--- config.mk ---
export PLATFORM = sky130hd
export DESIGN_NAME = lfs_sequencer
export DESIGN_NICKNAME = d
export VERILOG_FILES = /design/src/shared/lfs_pkg.sv /design/src/verilog/lfs_sequencer.sv
export SDC_FILE = /design/constraint.sdc
export NUM_CORES = 2
export LEC_CHECK = 0
export BUFFER_PORTS_ARGS = -buffer_cell sky130_fd_sc_hd__buf_2
export CORE_ASPECT_RATIO = 1.25
export CORE_UTILIZATION = 40
export CTS_CLUSTER_DIAMETER = 80
export DETAILED_ROUTE_END_ITERATION = 6
export GPL_TIMING_DRIVEN = 0
export PLACE_DENSITY = 0.54
export SYNTH_ARGS = -nofsm -noshare
export SYNTH_HDL_FRONTEND = slang
export SYNTH_SLANG_ARGS = --single-unit
--- constraint.sdc ---
create_clock -name clk_i -period 9.95 [get_ports clk_i]
set_input_delay 1.99 -clock clk_i [delete_from_list [all_inputs] [get_ports clk_i]]
set_output_delay 1.99 -clock clk_i [all_outputs]
set_load 0.01 [all_outputs]
--- src/shared/lfs_pkg.sv ---
/*
 * constants, register map and carrier types of the led flash sequencer.
 * assumes a 20 mhz system clock and a classic wishbone master.
 */
package lfs_pkg;
    // clock and timing
    localparam int CLK_HZ       = 20_000_000;
    localparam int TICK_US      = 100;
    localparam int TICK_CYC     = CLK_HZ / 1_000_000 * TICK_US;
    localparam int STABLE_US    = 1000;
    localparam int STABLE_CYC   = CLK_HZ / 1_000_000 * STABLE_US;
    localparam int ON_MIN_NS    = 200;
    localparam int ON_MIN_CYC   = (ON_MIN_NS * (CLK_HZ / 1_000_000) + 999) / 1000;
    localparam int ON_MAX_MS    = 4900;
    localparam int ON_MAX_CYC   = CLK_HZ / 1000 * ON_MAX_MS;
    // frame rate in 0.1 hz units, period in ticks = DIV_NUM / rate
    localparam int RATE_MIN     = 2;
    localparam int RATE_MAX     = 100000;
    localparam int DIV_NUM      = 100000;
    localparam int DIV_BITS     = 18;
    // currents in ma
    localparam int CUR_MIN      = 200;
    localparam int CUR_MAX      = 2400;
    localparam int CUR_CONT_MAX = 500;
    localparam int BRK_FLASHES  = 5;
    localparam int BRK_MODES    = 5;
    // register offsets
    localparam logic [7:0] ADR_CTRL   = 8'h00;
    localparam logic [7:0] ADR_ONTIME = 8'h04;
    localparam logic [7:0] ADR_RATE   = 8'h08;
    localparam logic [7:0] ADR_COUNT  = 8'h0c;
    localparam logic [7:0] ADR_CUR    = 8'h10;
    localparam logic [7:0] ADR_STEP   = 8'h14;
    localparam logic [7:0] ADR_STATUS = 8'h18;
    localparam logic [7:0] ADR_PERIOD = 8'h1c;
    // control fields
    localparam int CTL_ON     = 0;
    localparam int CTL_EXT    = 1;
    localparam int CTL_BRK    = 2;
    localparam int CTL_CLR_OV = 8;
    // status fields
    localparam int ST_TEMP  = 0;
    localparam int ST_BOOST = 1;
    localparam int ST_BUCK  = 2;
    localparam int ST_FUSE  = 3;
    localparam int ST_LSW   = 4;
    localparam int ST_BUSY  = 5;
    localparam int ST_DIV   = 6;
    localparam int ST_FAIL  = 8;
    // bracketing factors, x256, per mode (1/4, 1/3, 1/2, 1, 2 stop)
    localparam logic [12:0] BRK_FACTOR [BRK_MODES][BRK_FLASHES] = '{
        '{13'h0b5, 13'h0d7, 13'h100, 13'h130, 13'h16a},
        '{13'h0a1, 13'h0cb, 13'h100, 13'h143, 13'h196},
        '{13'h080, 13'h0b5, 13'h100, 13'h16a, 13'h200},
        '{13'h040, 13'h080, 13'h100, 13'h200, 13'h400},
        '{13'h010, 13'h040, 13'h100, 13'h400, 13'h1000}};

    typedef enum logic [1:0] {
        FAIL_NONE = 2'h0, FAIL_TEMP = 2'h1, FAIL_BOOST_UV = 2'h2, FAIL_FUSE = 2'h3
    } lfs_fail_t;

    typedef enum logic [4:0] {
        SEQ_IDLE  = 5'h01, SEQ_CONT = 5'h02, SEQ_ARMED = 5'h04,
        SEQ_FLASH = 5'h08, SEQ_DONE = 5'h10
    } lfs_seq_t;

    typedef struct packed {
        logic        cyc;
        logic        stb;
        logic        we;
        logic [7:0]  adr;
        logic [3:0]  sel;
        logic [31:0] dat;
    } lfs_wb_req_t;

    typedef struct packed {
        logic        ack;
        logic [31:0] dat;
    } lfs_wb_rsp_t;

    typedef struct packed {
        logic        ack;
        logic [31:0] rdata;
        logic        state_on;
        logic        trig_ext;
        logic [2:0]  brk;
        logic [26:0] on_time;
        logic [16:0] rate;
        logic [15:0] period;
        logic [14:0] count;
        logic [11:0] cur_set;
        logic [11:0] cur_step;
        logic        boost_ovp;
        logic        buck_ovp;
        lfs_fail_t   fail;
        logic        load_sw;
        logic [15:0] stab_cnt;
        logic [10:0] tick_div;
        logic [15:0] frame_cnt;
        logic [26:0] width_cnt;
        logic [14:0] flashes;
        logic [2:0]  brk_idx;
        logic [11:0] cur_now;
        logic        trig_q;
        lfs_seq_t    seq;
        logic [4:0]  div_cnt;
        logic [17:0] div_num;
        logic [16:0] div_rem;
        logic        boost_en;
        logic        buck_en;
        logic [11:0] led_cur;
    } lfs_state_t;

    localparam lfs_state_t LFS_RST = '{seq: SEQ_IDLE, fail: FAIL_NONE, cur_set: 12'(CUR_MIN),
        trig_q: 1'b1, default: '0};
endpackage

--- src/verilog/lfs_sequencer.sv ---
/*
 * led flash sequencer: register file, mode sequencer, fault latching
 * and converter enables.
 * assumes inputs synchronous to clk_i and a classic wishbone master.
 */
// Register access over Wishbone and the address map were decided locally.
module lfs_sequencer #(
    parameter int STABLE_CYCLES = lfs_pkg::STABLE_CYC
) (
    input  wire logic                clk_i,
    input  wire logic                rst_i,
    input  wire lfs_pkg::lfs_wb_req_t wb_req_i,
    output lfs_pkg::lfs_wb_rsp_t     wb_rsp_o,
    input  wire logic                trig_n_i,
    input  wire logic [3:0]          temp_alert_n_i,
    input  wire logic                boost_ov_i,
    input  wire logic                buck_ov_i,
    input  wire logic                boost_uv_i,
    input  wire logic                fuse_fault_n_i,
    input  wire logic                supply_ok_i,
    output logic                     boost_en_o,
    output logic                     buck_en_o,
    output logic                     load_sw_en_o,
    output logic [11:0]              led_current_o
);
    import lfs_pkg::*;

    lfs_state_t  r;
    lfs_state_t  n;
    logic        tick;
    logic        over_temp;
    logic        cause;
    logic        kill;
    logic        trig_fall;
    logic        cont;
    logic        counted;
    logic [14:0] limit;
    logic        fire;
    logic        bus_hit;
    logic [17:0] div_sh;
    logic        div_ge;
    logic [31:0] wv;
    logic        clr_ov;

    // byte-lane merge of a write into the current word
    function automatic logic [31:0] merge(input logic [31:0] old, input logic [31:0] nw,
                                          input logic [3:0] sel);
        logic [31:0] res;
        res = old;
        for (int b = 0; b < 4; b++) begin
            if (sel[b]) begin
                res[8*b +: 8] = nw[8*b +: 8];
            end
        end
        return res;
    endfunction

    // flash width for bracketing mode and step, clamped to hardware range
    function automatic logic [26:0] scale(input logic [26:0] t, input logic [2:0] m,
                                          input logic [2:0] i);
        logic [39:0] p;
        p = 40'(t);
        if (m != 3'h0) begin
            p = (40'(t) * 40'(BRK_FACTOR[m - 3'h1][i])) >> 8;
        end
        if (p > 40'(ON_MAX_CYC)) begin
            p = 40'(ON_MAX_CYC);
        end
        if (p < 40'(ON_MIN_CYC)) begin
            p = 40'(ON_MIN_CYC);
        end
        return p[26:0];
    endfunction

    // clamp a value into a range
    function automatic logic [31:0] clamp(input logic [31:0] v, input int lo, input int hi);
        logic [31:0] res;
        res = v;
        if (v < 32'(lo)) begin
            res = 32'(lo);
        end
        if (v > 32'(hi)) begin
            res = 32'(hi);
        end
        return res;
    endfunction

    // live conditions
    assign tick      = r.tick_div == 11'(TICK_CYC - 1);
    assign over_temp = |(~temp_alert_n_i);
    assign cause     = over_temp | boost_uv_i | ~fuse_fault_n_i;
    assign kill      = cause | (r.fail != FAIL_NONE);
    assign trig_fall = r.trig_q & ~trig_n_i;
    assign cont      = r.rate == 17'h00000;
    assign counted   = (r.brk != 3'h0) || (r.count != 15'h0000);
    assign limit     = (r.brk != 3'h0) ? 15'(BRK_FLASHES) : r.count;
    assign fire      = r.trig_ext ? trig_fall : (tick && r.frame_cnt == 16'h0000 && r.div_cnt == 5'h00);
    assign bus_hit   = wb_req_i.cyc & wb_req_i.stb & ~r.ack;
    assign div_sh    = {r.div_rem, r.div_num[17]};
    assign div_ge    = div_sh >= {1'b0, r.rate};
    assign clr_ov    = bus_hit & wb_req_i.we & (wb_req_i.adr == ADR_CTRL) & wv[CTL_CLR_OV];

    // write data merged onto the addressed register
    always_comb begin
        wv = 32'h0000_0000;
        unique case (wb_req_i.adr)
            ADR_CTRL:   wv = merge(32'(r.brk) << CTL_BRK | 32'(r.trig_ext) << CTL_EXT
                               | 32'(r.state_on), wb_req_i.dat, wb_req_i.sel);
            ADR_ONTIME: wv = merge(32'(r.on_time), wb_req_i.dat, wb_req_i.sel);
            ADR_RATE:   wv = merge(32'(r.rate), wb_req_i.dat, wb_req_i.sel);
            ADR_COUNT:  wv = merge(32'(r.count), wb_req_i.dat, wb_req_i.sel);
            ADR_CUR:    wv = merge(32'(r.cur_set), wb_req_i.dat, wb_req_i.sel);
            ADR_STEP:   wv = merge(32'(r.cur_step), wb_req_i.dat, wb_req_i.sel);
            default:    wv = 32'h0000_0000;
        endcase
    end

    // next state of the whole block
    always_comb begin
        n = r;
        n.ack = 1'b0;
        n.trig_q = trig_n_i;
        n.tick_div = tick ? 11'h000 : r.tick_div + 11'h001;

        // period divider, one quotient bit per cycle
        if (r.div_cnt != 5'h00) begin
            n.div_rem = div_ge ? 17'(div_sh - {1'b0, r.rate}) : div_sh[16:0];
            n.div_num = {r.div_num[16:0], div_ge};
            n.div_cnt = r.div_cnt - 5'h01;
            if (r.div_cnt == 5'h01) begin
                n.period = (n.div_num[15:0] == 16'h0000) ? 16'h0001 : n.div_num[15:0];
            end
        end

        // wishbone slave: one ack per request, reads unmapped as zero
        if (bus_hit) begin
            n.ack = 1'b1;
            unique case (wb_req_i.adr)
                ADR_CTRL:   n.rdata = 32'(r.brk) << CTL_BRK | 32'(r.trig_ext) << CTL_EXT | 32'(r.state_on);
                ADR_ONTIME: n.rdata = 32'(r.on_time);
                ADR_RATE:   n.rdata = 32'(r.rate);
                ADR_COUNT:  n.rdata = 32'(r.count);
                ADR_CUR:    n.rdata = 32'(r.cur_set);
                ADR_STEP:   n.rdata = 32'(r.cur_step);
                ADR_STATUS: n.rdata = 32'(over_temp) << ST_TEMP | 32'(r.boost_ovp) << ST_BOOST
                                    | 32'(r.buck_ovp) << ST_BUCK | 32'(!fuse_fault_n_i) << ST_FUSE
                                    | 32'(r.load_sw) << ST_LSW
                                    | 32'(r.seq != SEQ_IDLE && r.seq != SEQ_DONE) << ST_BUSY
                                    | 32'(r.div_cnt != 5'h00) << ST_DIV
                                    | 32'(r.fail) << ST_FAIL;
                ADR_PERIOD: n.rdata = 32'(r.period);
                default:    n.rdata = 32'h0000_0000;
            endcase
            if (wb_req_i.we) begin
                unique case (wb_req_i.adr)
                    ADR_CTRL: begin
                        n.state_on = wv[CTL_ON];
                        if (!r.state_on) begin
                            n.trig_ext = wv[CTL_EXT];
                        end
                        n.brk = (wv[CTL_BRK +: 3] > 3'(BRK_MODES)) ? 3'h0 : wv[CTL_BRK +: 3];
                        if (wv[CTL_ON] && !r.state_on) begin
                            n.fail = FAIL_NONE;
                        end
                        if (clr_ov) begin
                            n.boost_ovp = 1'b0;
                            n.buck_ovp = 1'b0;
                        end
                    end
                    ADR_ONTIME: n.on_time = 27'(clamp(wv, ON_MIN_CYC, ON_MAX_CYC));
                    ADR_RATE: begin
                        if (wv == 32'h0000_0000) begin
                            n.rate = 17'h00000;
                            n.period = 16'h0000;
                            n.div_cnt = 5'h00;
                        end else begin
                            n.rate = 17'(clamp(wv, RATE_MIN, RATE_MAX));
                            n.div_num = 18'(DIV_NUM) + 18'(n.rate >> 1);
                            n.div_rem = 17'h00000;
                            n.div_cnt = 5'(DIV_BITS);
                        end
                    end
                    ADR_COUNT: n.count = wv[14:0];
                    ADR_CUR:   n.cur_set = 12'(clamp(wv, CUR_MIN, CUR_MAX));
                    ADR_STEP:  n.cur_step = wv[11:0];
                    default: ;
                endcase
            end
        end

        // overvoltage latches, set wins over clear
        if (boost_ov_i) begin
            n.boost_ovp = 1'b1;
        end
        if (buck_ov_i) begin
            n.buck_ovp = 1'b1;
        end

        // shutdown cause recording
        if (cause && n.fail == FAIL_NONE) begin
            n.fail = over_temp ? FAIL_TEMP : (boost_uv_i ? FAIL_BOOST_UV : FAIL_FUSE);
        end

        // load switch after the supply has stayed good
        if (!supply_ok_i) begin
            n.stab_cnt = 16'h0000;
            n.load_sw = 1'b0;
        end else if (r.stab_cnt >= 16'(STABLE_CYCLES - 1)) begin
            n.load_sw = 1'b1;
        end else begin
            n.stab_cnt = r.stab_cnt + 16'h0001;
        end

        // internal frame counter
        if (!r.trig_ext && tick && r.div_cnt == 5'h00 && (r.seq == SEQ_ARMED || r.seq == SEQ_FLASH)) begin
            n.frame_cnt = (r.frame_cnt == 16'h0000) ? r.period - 16'h0001 : r.frame_cnt - 16'h0001;
        end

        // flash sequencer
        if (!r.state_on || kill) begin
            n.seq = SEQ_IDLE;
        end else begin
            unique case (r.seq)
                SEQ_IDLE: begin
                    n.flashes = 15'h0000;
                    n.brk_idx = 3'h0;
                    n.cur_now = r.cur_set;
                    n.frame_cnt = 16'h0000;
                    n.seq = cont ? SEQ_CONT : SEQ_ARMED;
                end
                SEQ_CONT: begin
                    if (!cont) begin
                        n.seq = SEQ_ARMED;
                    end
                end
                SEQ_ARMED: begin
                    if (cont) begin
                        n.seq = SEQ_CONT;
                    end else if (fire) begin
                        n.seq = SEQ_FLASH;
                        n.width_cnt = scale(r.on_time, r.brk, r.brk_idx);
                    end
                end
                SEQ_FLASH: begin
                    n.width_cnt = r.width_cnt - 27'h1;
                    if (r.width_cnt <= 27'h1) begin
                        n.flashes = r.flashes + 15'h0001;
                        n.brk_idx = (r.brk_idx == 3'(BRK_FLASHES - 1)) ? 3'h0 : r.brk_idx + 3'h1;
                        if (r.count != 15'h0000) begin
                            n.cur_now = 12'(clamp(32'(r.cur_now) + 32'(r.cur_step), 0, CUR_MAX));
                        end
                        n.seq = (counted && n.flashes == limit) ? SEQ_DONE : SEQ_ARMED;
                    end
                end
                SEQ_DONE: begin
                    if (r.trig_ext && trig_fall && !cont) begin
                        n.flashes = 15'h0000;
                        n.brk_idx = 3'h0;
                        n.cur_now = r.cur_set;
                        n.seq = SEQ_FLASH;
                        n.width_cnt = scale(r.on_time, r.brk, 3'h0);
                    end
                end
                default: n.seq = SEQ_IDLE;
            endcase
        end

        // converter enables and current setpoint
        n.buck_en = (n.seq == SEQ_FLASH || (n.seq == SEQ_CONT && (!r.trig_ext || !trig_n_i)))
                    && n.state_on && !cause && n.fail == FAIL_NONE && !n.buck_ovp && n.load_sw;
        n.boost_en = n.load_sw && !n.boost_ovp && !cause && n.fail == FAIL_NONE;
        n.led_cur = (n.seq == SEQ_CONT) ? 12'(clamp(32'(r.cur_set), 0, CUR_CONT_MAX)) : n.cur_now;
    end

    // state register
    always_ff @(posedge clk_i) begin
        if (rst_i) begin
            r <= LFS_RST;
        end else begin
            r <= n;
        end
    end

    // outputs straight from the state register
    assign wb_rsp_o      = '{ack: r.ack, dat: r.rdata};
    assign boost_en_o    = r.boost_en;
    assign buck_en_o     = r.buck_en;
    assign load_sw_en_o  = r.load_sw;
    assign led_current_o = r.led_cur;
endmodule

== Word-level counts from Yosys, hierarchy flattened ==
Memory sizes are Yosys's and may differ from the RTL's.
Cells that the tools add are included.
Operators by class
  add/sub/neg operators: 12
  multiply operators: 2
  order comparisons: 19
  eq/ne operators: 24
  mux-type cells: 116
  bitwise operators: 27
  reduce and logical (&&, ||, !) cells: 59
Operators with widths (count)
  40-bit 2-to-1 mux: 20
  27-bit one-hot mux with 8 select lines: 1
  32-bit one-hot mux with 6 select lines: 1
  27-bit 2-to-1 mux: 7
  17-bit 2-to-1 mux: 9
  8-bit 2-to-1 mux: 19
  141-bit 2-to-1 mux: 1
  65-bit 2-to-1 mux: 2
  16-bit 2-to-1 mux: 8
  108-bit 2-to-1 mux: 1
  12-bit 2-to-1 mux: 9
  30-bit one-hot mux with 3 select lines: 1
  27-bit one-hot mux with 3 select lines: 1
  40-bit by 27-bit greater-than comparator with 1-bit output (second input constant): 2
  40-bit by 3-bit < comparator with 1-bit output (second input constant): 2
  27-bit by 13-bit multiplier with 40-bit output: 2
  73-bit 2-to-1 mux: 1
  32-bit 2-to-1 mux: 2
  57-bit 2-to-1 mux: 1
  5-bit 2-to-1 mux: 9
  13-bit binary-select mux with 3-bit select: 1
  35-bit 2-to-1 mux: 1
  33-bit 2-to-1 mux: 1
  8-bit by 5-bit equality test with 1-bit output (second input constant): 4
  other kinds (79): 153
Word-level totals
  flip-flop bits (word level): 302
  ROM bits: 520
  input bits: 59
  output and inout port bits: 48
  logic and storage cells: 290
  memories: 1
Memory list
  (no name shown): depth 8, width 65, read ports 1, clocked after Yosys merged registers in 0, wr ports 0, line lfs_sequencer.sv:64  | p = (40'(t) * 40'(BRK_FACTOR[m - 3'h1][i])) >> 8;

== Longest topological paths before layout ==
  depth in word-level cells: 27
  mapped depth: 36
  mapped depth without buffers: 32

== Least setup slack after synthesis ==
No wires, ideal clock.
  path kind: register to register
  start: register r[264] (netlist name)
  end: register r[109] (netlist name)
  data arrival time: 8423 ps
  data required time: 9830 ps
  path slack: 1408 ps
  cell stages (with the launch flop): 34
  period minus slack after synthesis: 8542 ps
  path through: dfxtp_1 > inv_1 > ha_1 > inv_1 > ha_1 > clkbuf_1 > nor2b_1 > clkbuf_1 > a22oi_1 > o21ai_1 > clkbuf_1 > nand2_1 > fa_1 > inv_1 > fa_1 > fa_1 > fa_1 > inv_1 > fa_1 > inv_1 > ha_1 > clkbuf_1 > nand4_1 > nor2_1 > a22oi_1 > a2111o_1 > a31oi_1 > mux2i_1 > o21a_1 > or4_1 > or4_1 > nand2_1 > nor4_1 > o31a_1
Between the ends
  longest elaborated chain between the ends: 25
  elaborated cells on any way between the ends: 39
RTL lines
  start: declaration: line lfs_sequencer.sv:28  | lfs_state_t r;
  start signal: assignment: line lfs_sequencer.sv:280  | r <= n;
  3-bit by 1-bit subtractor with 3-bit output: line lfs_sequencer.sv:64
  3-bit inverter with 4-bit output (not written as such): line lfs_sequencer.sv:64
  memory read 8 x 65 bit
  65-bit 2-to-1 mux (not written as such) (2 in series): line lfs_sequencer.sv:64
  13-bit binary-select mux with 3-bit select: line lfs_sequencer.sv:64
  13-bit 2-to-1 mux (not written as such) (2 in series): line lfs_sequencer.sv:64
  27-bit by 13-bit multiplier with 40-bit output: line lfs_sequencer.sv:64
  32-bit 2-to-1 mux: line lfs_sequencer.sv:63  | if (m != 3'h0) begin
  [7 not listed]
  40-bit 2-to-1 mux: line lfs_sequencer.sv:237  | if (cont) begin
  40-bit 2-to-1 mux: line lfs_sequencer.sv:223  | unique case (r.seq)
  40-bit 2-to-1 mux: line lfs_sequencer.sv:220  | if (!r.state_on || kill) begin
  40-bit by 3-bit < comparator with 1-bit output: line lfs_sequencer.sv:69  | if (p < 40'(ON_MIN_CYC)) begin
  27-bit 2-to-1 mux: line lfs_sequencer.sv:69
  27-bit 2-to-1 mux: line lfs_sequencer.sv:239  | end else if (fire) begin
  27-bit 2-to-1 mux: line lfs_sequencer.sv:237
  27-bit one-hot mux with 3 select lines (*): line lfs_sequencer.sv:223
Mark *: on every way between the ends. The rest lies on a longest branch, timed or not. The select of a mux whose other input is x is not followed.
A chain may end at the register's enable or synchronous reset.

== Worst setup path after layout ==
Same ends and word-level chain as after synthesis.

==> results.md <==
- Max-cap viol count: 0
- Sw frac: 33.2%
- Combinational group share of total power: 23.6%
- Internal: 2.27 mW
- Met3 WL: 10.0 mm
- Dpl cells: 6116
- Register area share after synthesis: 16.1%
- Largest net degree at the start of global routing: 17
- Crit Path Max Fanout: 10
- Total Routing Usage GR: 34.3%
- Pwr Density: 84.0 mW/mm²
- Design area: 0.0404 mm²
- Status: finished, final reports clean
- Post-layout power: 3.39 mW
- Row count: 124
- Die Area: 0.0934 mm²
- Port bufs: 99
- Arrival @ worst endpoint: 10.22 ns
- Final setup fails: 0
- First-pass GRT wire length: 237 mm
- Worst stage delay on the critical path: 0.61 ns
- Hold slack final: 0.450 ns
- Placeable Area: 0.0914 mm²
- DIE WIDTH: 274 µm
- Crit path required time: 10.48 ns
- Final HPWL DP: 130 mm
- Synthesized area: 0.0369 mm²
- Clock slew seen by the registers of the worst setup and hold paths: 0.07 ns
- Die Y: 341 µm
- Crit share post-route: 97.4%
- Share of layout cells above drive strength 1: 7.30%
- Met2 WL post-DR: 76.7 mm
- Kind of critical path: reg2reg
- Path type of the worst min-delay path: reg2reg
- CTS tree: done
- Initial DRT Pass Iterations: 6
- GRT overflow: 0
- DRT met1 WL: 61.1 mm
- Initial antenna violation count: 4
- Initial drt markers: 3204
- Predominant post-synthesis flop cell: dfxtp_1
- Clk pwr share: 38.8%
- Post-Syn Instances: 4810
- Max frequency: 103 MHz
- Max IR drop VDD: 0.000187 V
- Seq pwr share: 37.6%
- CTS H-Tree Depth: 1
- Clock Root Buffer: clkbuf_16
- Slowest cell on crit path: or4_1
- I/O pins: 107
- DRC: 0
- Routed WL per cell: 26.2 µm
- Relative slew slack: 2.24%
- CTS max path bufs: 3
- Net Switching: 1.13 mW
- Worst setup EP type: flip-flop
- Starting Density: 40.4%
- RSZ-0062 raised after global routing: yes
- Final Non-Filler Cells: 6173
- Hold Fails Final Rpt: 0
- Dpl cell area: 0.0390 mm²
- Lkg Pwr: 18.2 nW
- CP startpoint kind: flip-flop
- Skew final: 0.0392 ns
- Setup_tns: 0 ns
- Layout area overhead: 9.49%
- GPL Wtd Cong: 1.02
- Share of synthesized flip-flops with an asynchronous set or reset: 0%
- Synthesized area per cell: 7.67 µm²
- Vias: 36305
- Synth unique cells: 103
- Num CTS Buffers: 31
- Final Max Slew Viols: 0
- Vias in the first global route: 36079
- R2r setup slk: 0.26 ns
- Top Layer Used: met4
- Nets: 5626
- Slew @ Worst Pin: 1.47 ns
- Vias per inst: 5.88
- Shortest period the worst path allows: 9.69 ns
- Routed wire length: 162 mm
- Number of nets still failing antenna checks after routing: 0
- Yosys warning count: 0
- Cts hold-fix bufs: 0
- Worst-Skew Late Latency: 0.64 ns
- Flops & latches, synth: 297
- Number of enable flip-flop cells after synthesis: 0
- Clock sinks: 297
[cells in the final DEF, fill, tap and decap left out, types with 31 or more instances in the layout]
cell type    n
inv_1      612
nand2_1    601
nor2_1     361
fa_1       347
dfxtp_1    295
a21oi_1    281
ha_1       261
and2_1     233
clkbuf_1   213
o21ai_0    182
nor3_1     125
buf_2      116
nand3_1    103
and3_1      63
buf_4       57
xnor2_1     57
a211oi_1    54
a21o_1      52
a31oi_1     50
xor2_1      48
nand4_1     47
mux2i_1     45
nor4_1      39
nand3b_1    35
nand2b_1    31
o21a_1      31
clkbuf_16   31
[final timing paths]
kind / from / cells after the start / endpoint
worst min-delay path: r[133] / 1 / r[133]
worst max-delay path: r[264] / 32 / r[109]
worst min register to register: r[133] / 1 / r[133]
worst max register to register: r[264] / 32 / r[109]
[registers in the layout, indices dropped and copies added, names as in the netlist]
register	cells
r	236
wb_rsp_o	28
div_sh	18
led_current_o	12
boost_en_o	1
buck_en_o	1
load_sw_en_o	1
[stage by stage]
step / util, % / setup WS, ns
floorplan: - / 1.41
global placement: 42.6 / -2.67
detailed placement: 42.6 / -2.29
CTS: 44.0 / 0.0194
global route: 44.2 / 0.00738
finish: 44.2 / 0.257
[Yosys cell counts (16+ instances only)]
cell type  count  area share [%]
inv_1        612             6.2
nand2_1      602             6.1
nor2_1       365             3.7
fa_1         347              19
dfxtp_1      297              16
a21oi_1      292             4.0
ha_1         270             9.2
clkbuf_1     239             2.4
and2_1       233             4.0
o21ai_0      189             2.6
nor3_1       126             1.7
nand3_1      104             1.4
and3_1        63             1.1
xnor2_1       57             1.4
a211oi_1      55             1.1
a21o_1        52             1.1
a31oi_1       52            0.88
xor2_1        48             1.1
nand4_1       47            0.80
buf_4         46            0.94
mux2i_1       46             1.2
nor4_1        42            0.71
nand3b_1      35            0.71
nand2b_1      32            0.54
nor2b_1       32            0.54
o21a_1        31            0.63
a221oi_1      30            0.71
a22oi_1       30            0.61
or3_1         26            0.44
o211ai_1      23            0.47
or4_1         23            0.47
o31ai_1       22            0.45
a311oi_1      20            0.47
or2_2         17            0.29
buf_1         16            0.16
o21bai_1      16            0.33
[area by class of cell]
cell class	instances	area, µm²
diodes	2	5.00
fillers	9598	51000
repair buffers	113	599
clock inverters	14	199
clock buffers	43	911
plain buffers	306	1390
flip-flops and latches	297	5950
well taps	1197	1500
inverters	613	2300
multi-input cells	3588	27500
[repair_timing]
action / CTS / global route
setup endpoints to repair: 27 / 24
gates resized for setup: 46 / 46
buffers inserted: 2 / 6
pin swaps: 3 / 3
[critical path, delay by kind of cell, from the launching register on]
kind	cells	cell delay [ns]
adder cells (fa/ha/maj)	8	3.63
buffers and inverters	8	1.20
AO/OA/AOI/OAI	8	2.01
AND/OR/NAND/NOR	8	2.26
flip-flops	1	0.49
[layer usage]
metal / GRT usage [%] / vias to the layer above
met1: 40.2 / 17800
met2: 57.9 / 1529
met5: 0 / -
met4: 24.7 / 0
met3: 3.85 / 486
li1: - / 16490
[power by group through the flow]
| stage | registers [mW] | logic [mW] | clock network, mW |
|---|---|---|---|
| floorplan | 1.28 | 0.565 | 0 |
| global placement | 1.30 | 0.789 | 0 |
| detailed placement | 1.30 | 0.789 | 0 |
| CTS | 1.27 | 0.795 | 1.34 |
| global route | 1.28 | 0.878 | 1.38 |
| finish | 1.27 | 0.801 | 1.32 |
[logic make-up after synthesis]
| logic type | share of synthesized area [%] |
|---|---|
| AOI/OAI and AO/OA | 17.7 |
| DFF | 16.1 |
| and+or+nand+nor | 24.1 |
| muxes | 1.65 |
| buffers and inverters | 10.0 |
| xor gates and xnor gates | 2.49 |
| adders and majority gates | 28.0 |
| other | 0.0102 |
(Power assumes the default switching activity.)
